<file path="config.mk">
export PLATFORM = sky130hd
export DESIGN_NAME = pesp_top
export DESIGN_NICKNAME = d
export VERILOG_FILES = /design/src/design/pesp_pkg.sv /design/src/design/pesp_top.sv /design/src/design/pesp_flag.sv
export VERILOG_INCLUDE_DIRS = /design/src /design/src/design
export SDC_FILE = /design/constraint.sdc
export NUM_CORES = 1
export LEC_CHECK = 0
export ABC_CLOCK_PERIOD_IN_PS = 1250
export BUFFER_PORTS_ARGS = -buffer_cell sky130_fd_sc_hd__buf_2
export CORE_AREA = 2 2 64 66
export DETAILED_ROUTE_END_ITERATION = 12
export DIE_AREA = 0 0 66 68
export GPL_TIMING_DRIVEN = 0
export PLACE_DENSITY = 0.85
export SLEW_MARGIN = 40
export SYNTH_ARGS = -nofsm -noshare
export SYNTH_HDL_FRONTEND = slang
export SYNTH_SLANG_ARGS = --single-unit
</file>
<file path="constraint.sdc">
create_clock -name ref_clk_i -period 1.25 [get_ports ref_clk_i]
set_input_delay 0.1875 -clock ref_clk_i [delete_from_list [all_inputs] [get_ports ref_clk_i]]
set_output_delay 0.1875 -clock ref_clk_i [all_outputs]
set_load 0.03 [all_outputs]
</file>
<file path="src/design/pesp_cfg.svh">
// Functional notes
// - Each event sets its sticky pending flag; it holds until the status register is read.
// - An event whose own enable bit is set raises the interrupt.
// - Event interrupts also need the global gate in the interrupt control register.
// - Pending flags are recorded whether or not any enable or gate is set.
// - Status bit 15 is link quality pending; reset 0, read-only, cleared by read.
// - Status bit 14 is energy detect pending; reset 0, read-only, cleared by read.
// - Status bit 13 is link change pending; reset 0, read-only, cleared by read.
// - Status bit 12 is speed change pending; reset 0, read-only, cleared by read.
// - Status bit 11 is duplex change pending; reset 0, read-only, cleared by read.
// - Status bit 10 is auto-negotiation done pending; reset 0, read-only, cleared by read.
// - Status bit 9 is false carrier counter half-full; reset 0, read-only, read-clear.
// - Status bit 8 is receive error counter half-full; reset 0, read-only, read-clear.
// - Status bits 7:0 are read-write per-event enables, reset 0, same event order.
// - Page field bits 1:0, reset 0, selects the bank seen at addresses 14h to 1Fh.
// - Page 0 is the extended bank, 2 the diagnostics bank, 1 is reserved.
// - Page register bits 15:2 ignore writes and read as zero.
// - Global gate bit, reset 0, blocks all event interrupts while clear.
// - Test bit forces the interrupt continuously while it stays set.
// - Output-enable bit makes the shared pin an interrupt output; clear means power-down input.
//
// Purpose: Register addresses, field positions and reset values of the event block.
// Assumes: A 5-bit management register address and 16-bit register data.
// Notes: Event index 7 down to 0 follows the enable bit order of the status register.
`ifndef PESP_CFG_SVH
`define PESP_CFG_SVH

// ==========================================================================
// Register addresses
`define PESP_ADDR_CTRL 5'h11
`define PESP_ADDR_STAT 5'h12
`define PESP_ADDR_PAGE 5'h13

// ==========================================================================
// Field positions
`define PESP_CTRL_OE 0
`define PESP_CTRL_GATE 1
`define PESP_CTRL_TEST 2
`define PESP_PEND_MSB 15
`define PESP_PEND_LSB 8
`define PESP_EN_MSB 7
`define PESP_EN_LSB 0
`define PESP_PAGE_MSB 1
`define PESP_PAGE_LSB 0
`define PESP_NUM_EVENTS 8

// ==========================================================================
// Reset values and page codes
`define PESP_RST_WORD 16'h0000
`define PESP_RST_BYTE 8'h00
`define PESP_RST_PAGE 2'h0
`define PESP_PAGE_EXT 2'h0
`define PESP_PAGE_RSVD 2'h1
`define PESP_PAGE_DIAG 2'h2
`define PESP_PAD_CTRL 13'h0000
`define PESP_PAD_PAGE 14'h0000

`endif

</file>
<file path="src/design/pesp_pkg.sv">
// Purpose: Shared types of the event status and page select block.
// Assumes: The configuration header supplies the event count; the other widths are fixed here.
// Notes: Types only; no logic lives here.
`include "pesp_cfg.svh"

package pesp_pkg;

  // ========================================================================
  // Data types
  typedef logic [15:0] pesp_word_type;
  typedef logic [`PESP_NUM_EVENTS-1:0] pesp_evt_type;
  typedef logic [4:0] pesp_addr_type;
  typedef logic [1:0] pesp_page_type;

endpackage

</file>
<file path="src/design/pesp_top.sv">
// Purpose: Event status, interrupt control and page select registers of one port.
// Assumes: Event pulses and register strobes come from logic on ref_clk_i.
// Notes: Read data and acknowledge appear one cycle after the read strobe.
`timescale 1ns/1ps
`default_nettype none
`include "pesp_cfg.svh"

module pesp_top
  import pesp_pkg::*;
(
  input wire logic ref_clk_i,
  input wire logic rst_i,
  input wire logic [4:0] reg_addr_i,
  input wire logic reg_rd_i,
  input wire logic reg_wr_i,
  input wire logic [15:0] reg_wdata_i,
  input wire logic quality_event_i,
  input wire logic energy_event_i,
  input wire logic link_change_i,
  input wire logic speed_change_i,
  input wire logic duplex_change_i,
  input wire logic autoneg_done_i,
  input wire logic false_carrier_half_i,
  input wire logic rx_error_half_i,
  input wire logic powerdown_or_irq_pin_i,
  output logic [15:0] reg_rdata_o,
  output logic reg_rvalid_o,
  output logic irq_o,
  output logic powerdown_or_irq_pin_o,
  output logic powerdown_or_irq_pin_oe_n_o,
  output logic powerdown_o,
  output logic [1:0] page_sel_o,
  output logic ext_bank_sel_o,
  output logic diag_bank_sel_o
);

  // ========================================================================
  // Address decode
  logic ctrl_hit;
  logic stat_hit;
  logic page_hit;
  logic stat_rd;
  logic ctrl_wr;
  logic stat_wr;
  logic page_wr;
  logic any_rd;

  assign ctrl_hit = (reg_addr_i == `PESP_ADDR_CTRL);
  assign stat_hit = (reg_addr_i == `PESP_ADDR_STAT);
  assign page_hit = (reg_addr_i == `PESP_ADDR_PAGE);
  assign stat_rd = reg_rd_i & stat_hit;
  assign ctrl_wr = reg_wr_i & ctrl_hit;
  assign stat_wr = reg_wr_i & stat_hit;
  assign page_wr = reg_wr_i & page_hit;
  assign any_rd = reg_rd_i & (ctrl_hit | stat_hit | page_hit);

  // ========================================================================
  // Pending flags
  pesp_evt_type evt;
  pesp_evt_type pend;

  // Events are recorded with no regard to any enable or gate.
  assign evt = {quality_event_i, energy_event_i, link_change_i, speed_change_i,
                duplex_change_i, autoneg_done_i, false_carrier_half_i,
                rx_error_half_i};

  genvar gi;
  generate
    for (gi = 0; gi < `PESP_NUM_EVENTS; gi++) begin : g_flag
      // Set on the event, held until the status read clears it.
      pesp_flag u_flag (
        .ref_clk_i(ref_clk_i),
        .rst_i(rst_i),
        .set_i(evt[gi]),
        .clr_i(stat_rd),
        .q_o(pend[gi])
      );
    end
  endgenerate

  // ========================================================================
  // Control, enable and page registers
  logic ctrl_oe;
  logic ctrl_gate;
  logic ctrl_test;
  pesp_evt_type en;
  pesp_page_type page;
  logic next_ctrl_oe;
  logic next_ctrl_gate;
  logic next_ctrl_test;
  pesp_evt_type next_en;
  pesp_page_type next_page;

  always_comb begin
    next_ctrl_oe = ctrl_oe;
    next_ctrl_gate = ctrl_gate;
    next_ctrl_test = ctrl_test;
    next_en = en;
    next_page = page;
    if (ctrl_wr) begin
      next_ctrl_oe = reg_wdata_i[`PESP_CTRL_OE];
      next_ctrl_gate = reg_wdata_i[`PESP_CTRL_GATE];
      next_ctrl_test = reg_wdata_i[`PESP_CTRL_TEST];
    end
    if (stat_wr) begin
      // Only the enables take the write; pending bits are read-only.
      next_en = reg_wdata_i[`PESP_EN_MSB:`PESP_EN_LSB];
    end
    if (page_wr) begin
      // The reserved code is stored as written; the master must avoid it.
      next_page = reg_wdata_i[`PESP_PAGE_MSB:`PESP_PAGE_LSB];
    end
  end

  always_ff @(posedge ref_clk_i) begin
    if (rst_i) begin
      ctrl_oe <= 1'b0;
      ctrl_gate <= 1'b0;
      ctrl_test <= 1'b0;
      en <= `PESP_RST_BYTE;
      page <= `PESP_RST_PAGE;
    end else begin
      ctrl_oe <= next_ctrl_oe;
      ctrl_gate <= next_ctrl_gate;
      ctrl_test <= next_ctrl_test;
      en <= next_en;
      page <= next_page;
    end
  end

  // ========================================================================
  // Read port
  pesp_word_type next_rdata;
  logic next_rvalid;

  always_comb begin
    next_rdata = `PESP_RST_WORD;
    next_rvalid = any_rd;
    if (reg_rd_i) begin
      if (ctrl_hit) begin
        next_rdata = {`PESP_PAD_CTRL, ctrl_test, ctrl_gate, ctrl_oe};
      end else if (stat_hit) begin
        // The read returns the flags that the same read clears.
        next_rdata = {pend, en};
      end else if (page_hit) begin
        next_rdata = {`PESP_PAD_PAGE, page};
      end
    end
  end

  always_ff @(posedge ref_clk_i) begin
    if (rst_i) begin
      reg_rdata_o <= `PESP_RST_WORD;
      reg_rvalid_o <= 1'b0;
    end else begin
      reg_rdata_o <= next_rdata;
      reg_rvalid_o <= next_rvalid;
    end
  end

  // ========================================================================
  // Interrupt and pin
  logic pin_meta;
  logic pin_sync;
  logic next_irq;
  logic next_pin;
  logic next_oe_n;
  logic next_powerdown;
  logic next_ext;
  logic next_diag;

  always_comb begin
    // Events need their own enable and the global gate; test bypasses both.
    next_irq = ctrl_test | (ctrl_gate & (|(pend & en)));
    // The pin is driven low for an interrupt only while configured as output.
    next_oe_n = ~ctrl_oe;
    // Gating with the enable keeps the pin level high while another agent owns the pin.
    next_pin = ~(next_irq & ctrl_oe);
    // The pin reads as power-down only while it is an input.
    next_powerdown = pin_sync & ~ctrl_oe;
    next_ext = (page == `PESP_PAGE_EXT);
    next_diag = (page == `PESP_PAGE_DIAG);
  end

  always_ff @(posedge ref_clk_i) begin
    if (rst_i) begin
      pin_meta <= 1'b0;
      pin_sync <= 1'b0;
      irq_o <= 1'b0;
      powerdown_or_irq_pin_o <= 1'b1;
      powerdown_or_irq_pin_oe_n_o <= 1'b1;
      powerdown_o <= 1'b0;
      page_sel_o <= `PESP_RST_PAGE;
      ext_bank_sel_o <= 1'b1;
      diag_bank_sel_o <= 1'b0;
    end else begin
      pin_meta <= powerdown_or_irq_pin_i;
      pin_sync <= pin_meta;
      irq_o <= next_irq;
      powerdown_or_irq_pin_o <= next_pin;
      powerdown_or_irq_pin_oe_n_o <= next_oe_n;
      powerdown_o <= next_powerdown;
      page_sel_o <= page;
      ext_bank_sel_o <= next_ext;
      diag_bank_sel_o <= next_diag;
    end
  end
endmodule

`default_nettype wire

</file>
<file path="src/design/pesp_flag.sv">
// Purpose: One sticky pending flag with set and clear.
// Assumes: Set and clear come from logic on the same clock.
// Notes: A set in the clearing cycle wins, so no event is lost.
`timescale 1ns/1ps
`default_nettype none

module pesp_flag (
  input wire logic ref_clk_i,
  input wire logic rst_i,
  input wire logic set_i,
  input wire logic clr_i,
  output logic q_o
);

  // ========================================================================
  // Flag state
  logic next_q;

  always_comb begin
    next_q = set_i | (q_o & ~clr_i);
  end

  always_ff @(posedge ref_clk_i) begin
    if (rst_i) begin
      q_o <= 1'b0;
    end else begin
      q_o <= next_q;
    end
  end

endmodule

`default_nettype wire

</file>
# Word level (Yosys, flattened, before mapping)
# Cells that the tools add are included.
# Widths: inputs -> output; s select.
# classes
eq_ne,4
mux,3
bitwise,32
reduce_logical,4
# ops
cell,n
$and 1x1->1,16
$mux 16,1
$eq 5x5->1 const B,3
$or 1x1->1,11
$and 8x8->8,1
$reduce_or 8->1,1
$not 1->1,4
$mux 3,1
$reduce_or 3->1,1
$eq 2x2->1 const B,1
$logic_not 2->1,1
$mux 2,1
$reduce_or 2->1,1
# totals
ff_bits,48
in_bits,34
elab_cells,68

# Logic depth before layout (Yosys ltp)
# Gate-level depths: netlist of run 1.
# logic_depth
ltp_word,6
depth_mapped,5
mapped_depth_nobuf,3

# By module
# From an unflattened synthesis of run 1, not the netlist that was laid out.
# hier_totals
hier_cells,160
hier_area_um2,1764.2
# by_module_without_submodules
mod,instances,cells_per_inst,area_per_inst_um2,seq_area_each_um2
pesp_top,1,128,1453.9,800.8
pesp_flag,8,4,38.8,20.0

# Worst setup path after synthesis of run 1
# OpenSTA, ideal clock, no wires.
# synth_timing
path_kind,input to register
start,input reg_addr_i[0]
end,register en[3]
setup_time_ns,0.072
arrival_ns,1.094
t_required_ns,1.178
slack_ns,0.085
path_stages,5
n_path_buf,2
path_cell_list,buf_6 -> nor4b_4 -> and3_2 -> buf_4 -> mux2i_1
# synth_between
elab_chain_len,2
# synth_lines
element,line,rtl
from (decl),pesp_top.sv:13,"input wire logic [4:0] reg_addr_i,"
$eq 5x5->1 (no source line),--,
$and 1x1->1,pesp_top.sv:53,assign stat_wr = reg_wr_i & stat_hit;
to (signal assigned),pesp_top.sv:120,en <= `PESP_RST_BYTE;
to (signal assigned),pesp_top.sv:126,en <= next_en;
to (decl),pesp_top.sv:86,pesp_evt_type en;
# Every way passes these cells.
# A chain may end at the register's enable or synchronous reset.

# Worst setup path in the final report of run 1
# layout_timing
start,register en[2]
end,register powerdown_or_irq_pin_o
# layout_between
elab_chain_len,6
# layout_lines
element,line,rtl
$and 8x8->8,pesp_top.sv:174,next_irq = ctrl_test | (ctrl_gate & (|(pend & en)));
$reduce_or 8->1,pesp_top.sv:174,
$and 1x1->1,pesp_top.sv:174,
$or 1x1->1,pesp_top.sv:174,
$and 1x1->1,pesp_top.sv:178,next_pin = ~(next_irq & ctrl_oe);
$not 1->1,pesp_top.sv:178,
to (signal assigned),pesp_top.sv:200,powerdown_or_irq_pin_o <= next_pin;
to (decl),pesp_top.sv:29,"output logic powerdown_or_irq_pin_o,"
# Every way passes these cells.

==> results of run 1 <==
==> per-layer routing <==
layer	vias to the layer above	routed length [um]	global-route usage, %
li1	677	-	-
met4	0	57	6.38
met5	-	0	0
met1	596	1600	19.5
met3	7	233	4.93
met2	48	1630	25.8
==> layout make-up <==
| type | instances | area [um^2] |
|---|---|---|
| Buffer | 9 | 53.8 |
| Clock buffer | 6 | 72.6 |
| Clock inverter | 1 | 5.00 |
| Fill cell | 361 | 1700 |
| Inverter | 11 | 41.3 |
| Multi-Input combinational cell | 101 | 717 |
| Sequential cell | 48 | 961 |
| Tap cell | 50 | 62.6 |
| Timing Repair Buffer | 49 | 245 |
==> sequential cells by signal, summed over array words and instances (netlist names) <==
signal and flops:
ctrl_oe 1, ctrl_test 1, ext_bank_sel_o 1, en 8
page 2, powerdown_o 1, page_sel_o 2, powerdown_or_irq_pin_o 1
g_flag.u_flag.q_o 8, ctrl_gate 1, diag_bank_sel_o 1, powerdown_or_irq_pin_oe_n_o 1
pin_meta 1, pin_sync 1, reg_rdata_o 16, irq_o 1
reg_rvalid_o 1
==> synthesized netlist by cell type (3+ instances only) <==
cell	number
a21oi_1	3
a22oi_1	4
and2_1	5
and2_2	8
clkbuf_1	5
dfxtp_1	48
inv_1	11
mux2i_1	13
nand2b_1	29
nand3b_1	4
nor2_1	6
o22ai_1	8
==> worst reg2reg max path: stages (launching register included) <==
cell     delay [ns]
dfxtp_1        0.41
a22oi_1        0.12
and4_1         0.23
o31a_1         0.24
==> placed cells by master (no fill, tap or decap), drive strengths merged <==
cell type,netlist,routed
and4,1,1
and2,13,13
nor3b,1,1
nor4b,2,2
nand3b,4,4
nor4bb,1,1
nor3,2,2
or4bb,1,1
nand2,2,2
and3,3,3
nor4,2,2
clkinv,0,1
nand2b,29,29
nand3,1,1
nor2,6,6
mux2i,13,13
nor2b,2,2
o22ai,8,8
buf,4,53
clkbuf,5,11
inv,11,11
a22oi,4,4
a21oi,3,3
dfxtp,48,48
o21ai,1,1
and4b,1,1
o31a,1,1
==> metrics by stage <==
step / setup WS (ns) / util (%) / cells
after floorplan: 0.0847 / - / 169
after global placement: -0.0815 / 54.0 / 268
after detailed placement: -0.107 / 54.0 / 268
after CTS: 0.158 / 56.0 / 275
after global routing: 0.109 / 56.0 / 275
final: 0.144 / 56.0 / 275
==> power by group through the flow <==
| stage | combinational, mW | clock (mW) | sequential [mW] |
|---|---|---|---|
| after floorplan | 0.0955 | 0 | 1.62 |
| after global placement | 0.169 | 0 | 1.62 |
| after detailed placement | 0.173 | 0 | 1.62 |
| after CTS | 0.174 | 0.864 | 1.59 |
| after global routing | 0.192 | 0.919 | 1.59 |
| final | 0.173 | 0.845 | 1.59 |
==> logic make-up after synthesis <==
| kind of cell | Yosys count | share of synthesized area [%] |
|---|---|---|
| compound gates | 17 | 6.14 |
| simple gates | 71 | 27.0 |
| mux | 13 | 7.34 |
| flops | 48 | 54.2 |
| buf+inv | 20 | 5.36 |
==> path summary, 6_finish.rpt <==
| path | to | startpoint | cells past startpoint | slack, ns |
|---|---|---|---|---|
| worst max-delay path | powerdown_or_irq_pin_o$_SDFF_PP1_ | en[2]$_SDFFE_PP0P_ | 3 | 0.14 |
| worst min-delay path | pin_meta$_SDFF_PP0_ | powerdown_or_irq_pin_i | 2 | 0.11 |
| worst max register to register | powerdown_or_irq_pin_o$_SDFF_PP1_ | en[2]$_SDFFE_PP0P_ | 3 | 0.14 |
| worst min register to register | pin_sync$_SDFF_PP0_ | pin_meta$_SDFF_PP0_ | 1 | 0.45 |
==> metrics.csv, run 1 <==
metric,value,unit
die_width,66,um
power,2.60,mW
worstPathMaxFanout,3,
p_per_area,1210,mW/mm^2
die_area,0.00449,mm^2
design_area,0.00216,mm^2
postCtsSetupBuffers,0,
slew_violations,0,
cp_slowest_cell,dfxtp_1,
holdWs,0.106,ns
port-buffer-count,49,
period_needed,1.11,ns
min_path_type,in2reg,
skew,0.00312,ns
wl,3530,um
drc,0,
worstSetupPathType,reg2reg,
p_sw,0.576,mW
dr.pass1.iters,4,
synthArstFlopShare,0,%
routabilityCongestion,0.851,
ctsLongestPathBuffers,2,
clkPwrFrac,32.4,%
arrival,1.29,ns
clk_pin_slew,0.08,ns
p_int,2.03,mW
synth_area_leader_cell,dfxtp_1,
antenna_found_initial,0,
finalHoldViolCount,0,
die_h,68,um
worst_pin_slew,0.442,ns
ys.flop_type,dfxtp_1,
rsz0062_at_grt,false,
rows,23,
clock-sinks,48,
viasPerCell,4.83,
maxCapViolCount,0,
num_antenna_cells,0,
swShare,22.1,%
area_growth_syn_to_layout,21.7,%
finalSetupTns,0,ns
p_comb_share,6.6,%
cts_resized,0,
hpwl,2640,um
cp-start-kind,flop,
fin_crit_sh,88.5,%
fin_nets,259,
yosysSeqAreaShare,54.2,%
core_area,0.00386,mm^2
cts_tree,done,
critPathMaxStageDelay,0.41,ns
ant_nets,0,
htree_levels,2,
synth.top_cells.by_area,"dfxtp_1, nand2b_1, mux2i_1, and2_2, o22ai_1",
ys_seq_elements,48,
status,"complete, no violations",
clkLatencyLatePin,0.29,ns
grt_pass1_wl,5240,um
synth-edff-count,0,
grt_usage,15.8,%
critPathTopFamily,flip-flops,
p_seq_share,60.9,%
cts_root_buf,clkbuf_8,
avgSynthCellArea,10.5,um^2
maxSlewHeadroom,70.1,%
final-setup-viol-count,0,
vias,1328,
post_synth_num_cell_types,31,
syn_nets,203,
wl_per_cell,12.8,um
grt_pass1_vias,1152,
cp_num_buf_inv,0,
peakVddDrop,0.573,mV
synth_top_area_share,54.2,%
dr.first_iter.drc_count,81,
ioPinCount,59,
grt-ovfl-total,0,
critPathCaptureType,flop,
grt_max_degree,14,
cp.required,1.43,ns
path_cells,a22oi_1 > and4_1 > o31a_1,
initial_core_util,46.0,%
fmax,904,MHz
yosys_warnings,0,
cellLeakagePower,1.01,nW
synth_area,0.00177,mm^2
cts_buffers,5,
dpl_cell_area,0.00208,mm^2
drive_above_1_share,31.6,%
syn_inst,169,
cts.hold.buffers_added,0,
Note: power is estimated with default switching activity, not from simulation.
==> run 2: changes to the inputs <==
--- a/config.mk
+++ b/config.mk
@@ -8,11 +8,13 @@
 export LEC_CHECK = 0
 export ABC_CLOCK_PERIOD_IN_PS = 1250
 export BUFFER_PORTS_ARGS = -buffer_cell sky130_fd_sc_hd__buf_2
-export CORE_AREA = 2 2 64 66
+export CELL_PAD_IN_SITES_DETAIL_PLACEMENT = 1
+export CELL_PAD_IN_SITES_GLOBAL_PLACEMENT = 2
+export CORE_AREA = 2 2 80 82
 export DETAILED_ROUTE_END_ITERATION = 12
-export DIE_AREA = 0 0 66 68
+export DIE_AREA = 0 0 82 84
 export GPL_TIMING_DRIVEN = 0
-export PLACE_DENSITY = 0.85
+export PLACE_DENSITY = 0.87
 export SLEW_MARGIN = 40
 export SYNTH_ARGS = -nofsm -noshare
 export SYNTH_HDL_FRONTEND = slang
==> metrics.csv, run 2 (synthesized netlist as in run 1, its figures left out) <==
metric,value,unit,change
cts_tree,done,,unchanged
fin_crit_sh,85.5,%,was 88.5%
design_area,0.00220,mm^2,was 0.00216 mm^2
port-buffer-count,49,,unchanged
ctsLongestPathBuffers,2,,unchanged
maxCapViolCount,0,,unchanged
critPathCaptureType,flop,,unchanged
grt_max_degree,14,,unchanged
dpl_cell_area,0.00211,mm^2,was 0.00208 mm^2
die_h,84,um,was 68 um
top_register,reg_rdata_o,,unchanged
dr.pass1.iters,4,,unchanged
maxSlewHeadroom,69.2,%,was 70.1%
hpwl,3020,um,was 2640 um
min_path_type,in2reg,,unchanged
period_needed,1.07,ns,was 1.11 ns
worstSetupPathType,reg2reg,,unchanged
grt-ovfl-total,0,,unchanged
final_common_cell,buf_2,,unchanged
wl_per_cell,13.0,um,was 12.8 um
worst_pin_slew,0.462,ns,was 0.442 ns
initial_core_util,29.1,%,was 46.0%
p_per_area,1220,mW/mm^2,was 1210 mW/mm^2
die_area,0.00689,mm^2,was 0.00449 mm^2
postCtsSetupBuffers,0,,unchanged
skew,0.00627,ns,was 0.00312 ns
ioPinCount,59,,unchanged
routabilityCongestion,0.714,,was 0.851
cp.required,1.43,ns,about the same
cts_buffers,5,,unchanged
largest_reg_flops,16,,unchanged
final-setup-viol-count,0,,unchanged
die_width,82,um,was 66 um
vias,1335,,was 1328
grt_usage,12.8,%,was 15.8%
drc,0,,unchanged
cts_resized,0,,unchanged
status,"complete, no violations",,unchanged
fmax,936,MHz,was 904 MHz
grt_pass1_vias,1407,,was 1152
worstPathMaxFanout,3,,unchanged
num_antenna_cells,0,,unchanged
critPathMaxStageDelay,0.37,ns,was 0.41 ns
grt_pass1_wl,6710,um,was 5240 um
clock-sinks,48,,unchanged
rsz0062_at_grt,false,,unchanged
cellLeakagePower,1.01,nW,about the same
finalSetupTns,0,ns,unchanged
ant_nets,0,,unchanged
holdWs,0.130,ns,was 0.106 ns
dr.first_iter.drc_count,79,,was 81
peakVddDrop,0.465,mV,was 0.573 mV
htree_levels,2,,unchanged
rows,29,,was 23
cp_slowest_cell,dfxtp_1,,unchanged
power,2.68,mW,was 2.60 mW
final_util,36.2,%,was 56.0%
wl,3940,um,was 3530 um
clk_pin_slew,0.08,ns,about the same
path_cells,a22oi_1 > and4_1 > o31a_1,,unchanged
core_area,0.00610,mm^2,was 0.00386 mm^2
finalHoldViolCount,0,,unchanged
mostFrequentLayoutCells,"buf_2, dfxtp_1, nand2b_1",,unchanged
area_growth_syn_to_layout,24.3,%,was 21.7%
drive_above_1_share,31.4,%,was 31.6%
fin_nets,259,,unchanged
antenna_found_initial,0,,unchanged
cts_root_buf,clkbuf_8,,unchanged
slew_violations,0,,unchanged
viasPerCell,4.41,,was 4.83
clkLatencyLatePin,0.29,ns,about the same
cts.hold.buffers_added,0,,unchanged
arrival,1.25,ns,was 1.29 ns
reg.largest.list,"reg_rdata_o x16, en x8, g_flag.u_flag.q_o x8",,unchanged
cp-start-kind,flop,,unchanged
## run 2: power breakdown
group	leakage [nW]	switching [mW]	internal [mW]
clock network	0.0455	0.470	0.451
registers	0.390	0.0238	1.56
logic	0.575	0.0872	0.0864
total	1.01	0.581	2.10
## run 2: layer usage
metal | vias to the layer above | track usage (%) | share of wire (%)
li1 | 676 | - | -
met1 | 622 | 16.3 | 44
met2 | 32 | 20.5 | 50
met3 | 5 | 3.79 | 5.0
met4 | 0 | 3.64 | 1.3
met5 | - | 0 | 0
## run 2: worst paths after layout
check	from	end	slack, ns	depth (start not counted)
worst max-delay path	g_flag[4].u_flag.q_o$_SDFF_PP0_	powerdown_or_irq_pin_o$_SDFF_PP1_	0.18	3
worst min-delay path	powerdown_or_irq_pin_i	pin_meta$_SDFF_PP0_	0.13	2
worst max register to register	g_flag[4].u_flag.q_o$_SDFF_PP0_	powerdown_or_irq_pin_o$_SDFF_PP1_	0.18	3
worst min register to register	pin_meta$_SDFF_PP0_	pin_sync$_SDFF_PP0_	0.45	1
## run 2: worst max-delay path: cells and delay by family (launching register included)
| family | cells | cell delay [ns] |
|---|---|---|
| AOI/OAI and AO/OA | 2 | 0.35 |
| DFF | 1 | 0.37 |
| and+or+nand+nor | 1 | 0.24 |
## run 2: layout make-up
class,instances,area [um^2]
clock buffers,8,90.1
repair buffers,49,245
well taps,77,96.3
flip-flops and latches,48,961
fillers,743,3890
inverters,11,41.3
multi-input cells,101,717
plain buffers,9,53.8
## run 2: per-stage QoR
stage | setup WS [ns] | instances
global route | 0.0671 | 303
floorplan | 0.0847 | 169
finish | 0.181 | 303
detailed placement | -0.144 | 295
CTS | 0.168 | 303
global placement | -0.113 | 295
==> run 3: changes to the inputs <==
--- a/config.mk
+++ b/config.mk
@@ -6,16 +6,19 @@
 export SDC_FILE = /design/constraint.sdc
 export NUM_CORES = 1
 export LEC_CHECK = 0
+export ABC_AREA = 1
 export ABC_CLOCK_PERIOD_IN_PS = 1250
 export BUFFER_PORTS_ARGS = -buffer_cell sky130_fd_sc_hd__buf_2
 export CELL_PAD_IN_SITES_DETAIL_PLACEMENT = 1
 export CELL_PAD_IN_SITES_GLOBAL_PLACEMENT = 2
-export CORE_AREA = 2 2 80 82
+export CORE_AREA = 2 2 84 86
 export DETAILED_ROUTE_END_ITERATION = 12
-export DIE_AREA = 0 0 82 84
+export DIE_AREA = 0 0 86 88
 export GPL_TIMING_DRIVEN = 0
-export PLACE_DENSITY = 0.87
+export PLACE_DENSITY = 0.86
+export RECOVER_POWER = 25
 export SLEW_MARGIN = 40
 export SYNTH_ARGS = -nofsm -noshare
 export SYNTH_HDL_FRONTEND = slang
+export SYNTH_HIERARCHICAL = 1
 export SYNTH_SLANG_ARGS = --single-unit
==> metrics.csv, run 3 <==
metric,value,unit,change
status,"complete, no violations",,unchanged
cts_buffers,5,,unchanged
synth-adder-area-share,0,%,unchanged
synth_common_cells,"dfxtp_1, inv_1, nor2_1",,"was dfxtp_1, nand2b_1, mux2i_1"
power,2.73,mW,was 2.68 mW
dr.pass1.iters,4,,unchanged
syn_inst,218,,was 169
drive_above_1_share,27.2,%,was 31.4%
peakVddDrop,0.537,mV,was 0.465 mV
yosys_warnings,6,,was 0
fmax,947,MHz,was 936 MHz
synth-compound-area-share,8.77,%,was 6.14%
dpl_cell_area,0.00209,mm^2,was 0.00211 mm^2
ioPinCount,59,,unchanged
htree_levels,2,,unchanged
synth-edff-count,0,,unchanged
synthArstFlopShare,0,%,unchanged
finalHoldViolCount,0,,unchanged
area_growth_syn_to_layout,25.7,%,was 24.3%
yosys.area_share.simple,24.8,%,was 27.0%
rows,30,,was 29
synth_top_family_by_area,simple AND/OR/NAND/NOR gates,,unchanged
synth_mux_area_share,0,%,was 7.34%
clock-sinks,48,,unchanged
holdWs,0.0910,ns,was 0.130 ns
grt_usage,11.6,%,was 12.8%
ant_nets,0,,unchanged
antenna_found_initial,0,,unchanged
rsz0062_at_grt,false,,unchanged
critPathMaxStageDelay,0.34,ns,was 0.37 ns
min_path_type,in2reg,,unchanged
fin_nets,309,,was 259
cp_slowest_cell,nor2_2,,was dfxtp_1
cts_resized,0,,unchanged
dr.first_iter.drc_count,37,,was 79
ys_seq_elements,48,,unchanged
maxCapViolCount,0,,unchanged
grt_max_degree,16,,was 14
arrival,1.25,ns,about the same
mostFrequentLayoutCells,"buf_2, dfxtp_1, inv_1",,"was buf_2, dfxtp_1, nand2b_1"
yosysSeqAreaShare,55.2,%,was 54.2%
cts_tree,done,,unchanged
synth_xor_area_share,0,%,unchanged
skew,0.0106,ns,was 0.00627 ns
clkLatencyLatePin,0.30,ns,was 0.29 ns
avgSynthCellArea,7.98,um^2,was 10.5 um^2
cp-start-kind,input pin,,was flop
die_area,0.00757,mm^2,was 0.00689 mm^2
cts_root_buf,clkbuf_8,,unchanged
routabilityCongestion,0.694,,was 0.714
nFillCells,845,,was 743
initial_core_util,26.2,%,was 29.1%
period_needed,1.06,ns,was 1.07 ns
wl,4090,um,was 3940 um
viasPerCell,4.13,,was 4.41
synth_top_area_share,55.2,%,was 54.2%
cp.required,1.44,ns,was 1.43 ns
clk_pin_slew,0.09,ns,was 0.08 ns
cellLeakagePower,1.07,nW,was 1.01 nW
final_common_cell,buf_2,,unchanged
maxSlewHeadroom,69.5,%,was 69.2%
reg.largest.list,"reg_rdata_o x16, en x8, g_flag.u_flag/q_o x8",,"was reg_rdata_o x16, en x8, g_flag.u_flag.q_o x8"
synth.most_common_cell,dfxtp_1,,unchanged
fin_crit_sh,84.4,%,was 85.5%
grt-ovfl-total,0,,unchanged
core_area,0.00664,mm^2,was 0.00610 mm^2
top_register,reg_rdata_o,,unchanged
ctsLongestPathBuffers,2,,unchanged
ys.flop_type,dfxtp_1,,unchanged
slew_violations,0,,unchanged
worstSetupPathType,in2reg,,was reg2reg
synth_area,0.00174,mm^2,was 0.00177 mm^2
cts.hold.buffers_added,0,,unchanged
hpwl,3090,um,was 3020 um
syn_nets,252,,was 203
synth.top_cells.by_area,"dfxtp_1, inv_1, nor2_1, nand2_1, a21oi_2",,"was dfxtp_1, nand2b_1, mux2i_1, and2_2, o22ai_1"
drc,0,,unchanged
num_antenna_cells,0,,unchanged
postCtsSetupBuffers,0,,unchanged
die_h,88,um,was 84 um
path_cells,clkbuf_1 > nor2_4 > nand3_4 > nor2_2 > inv_1 > nand2_1 > a21oi_2,,was a22oi_1 > and4_1 > o31a_1
synth_area_leader_cell,dfxtp_1,,unchanged
port-buffer-count,50,,was 49
die_width,86,um,was 82 um
final-setup-viol-count,0,,unchanged
design_area,0.00219,mm^2,was 0.00220 mm^2
largest_reg_flops,16,,unchanged
fin_ws,0.195,ns,was 0.181 ns
p_per_area,1250,mW/mm^2,was 1220 mW/mm^2
place_worst_setup_slack,-0.354,ns,was -0.144 ns
grt_pass1_vias,1426,,was 1407
post_synth_num_cell_types,18,,was 31
vias,1470,,was 1335
wl_per_cell,11.5,um,was 13.0 um
critPathCaptureType,flop,,unchanged
grt_pass1_wl,6690,um,was 6710 um
worstPathMaxFanout,9,,was 3
worst_pin_slew,0.458,ns,was 0.462 ns
run 3: path summary, 6_finish.rpt:
| kind | start | end | slack (ns) | cells past startpoint |
|---|---|---|---|---|
| worst max-delay path | reg_addr_i[3] | g_flag[7].u_flag/q_o$_SDFF_PP0_ | 0.19 | 7 |
| worst min-delay path | powerdown_or_irq_pin_i | pin_meta$_SDFF_PP0_ | 0.09 | 3 |
| worst max register to register | g_flag[7].u_flag/q_o$_SDFF_PP0_ | powerdown_or_irq_pin_o$_SDFF_PP1_ | 0.32 | 7 |
| worst min register to register | pin_meta$_SDFF_PP0_ | pin_sync$_SDFF_PP0_ | 0.41 | 2 |
run 3: power by group:
group	internal, mW	switching, mW	total, mW	leakage [nW]
Sequential	1.56	0.0199	1.58	0.390
Combinational	0.0644	0.105	0.170	0.623
Clock	0.453	0.525	0.978	0.0516
Total	2.07	0.650	2.73	1.07
run 3: per-stage QoR:
step                util (%)  instances  TNS, ns
global placement        31.5        348    -3.25
finish                  32.9        356        0
floorplan                  -        218        0
global route            32.9        356        0
CTS                     32.9        356        0
detailed placement      31.5        348    -3.75
run 3: kinds of logic (layout without fill, tap and decap cells):
family / Yosys count / in the layout
AND/OR/NAND/NOR: 96 / 96
buffers and inverters: 50 / 108
flip-flops: 48 / 48
AO/OA/AOI/OAI: 24 / 24
run 3: metal layers:
layer  vias to the layer above  global-route usage (%)  part of all wire [%]
met1                       660                    14.7                    47
met2                        39                    19.0                    46
met4                         0                    3.46                   1.2
li1                        765                       -                     -
met5                         -                       0                     0
met3                         6                    3.39                   5.6
run 3: worst max-delay path: cells and delay by family:
| family | cells | cell delay, ns |
|---|---|---|
| and+or+nand+nor | 4 | 0.82 |
| buffers and inverters | 2 | 0.19 |
| AOI/OAI and AO/OA | 1 | 0.05 |
run 3: layout make-up:
cell class | count | area [um^2] | share of cell area [%]
Buffer | 3 | 18.8 | 0.858
Clock buffer | 6 | 82.6 | 3.77
Clock inverter | 2 | 13.8 | 0.629
Inverter | 47 | 176 | 8.06
Multi-Input combinational cell | 120 | 587 | 26.8
Sequential cell | 48 | 961 | 43.9
Tap cell | 80 | 100 | 4.57
Timing Repair Buffer | 50 | 249 | 11.4
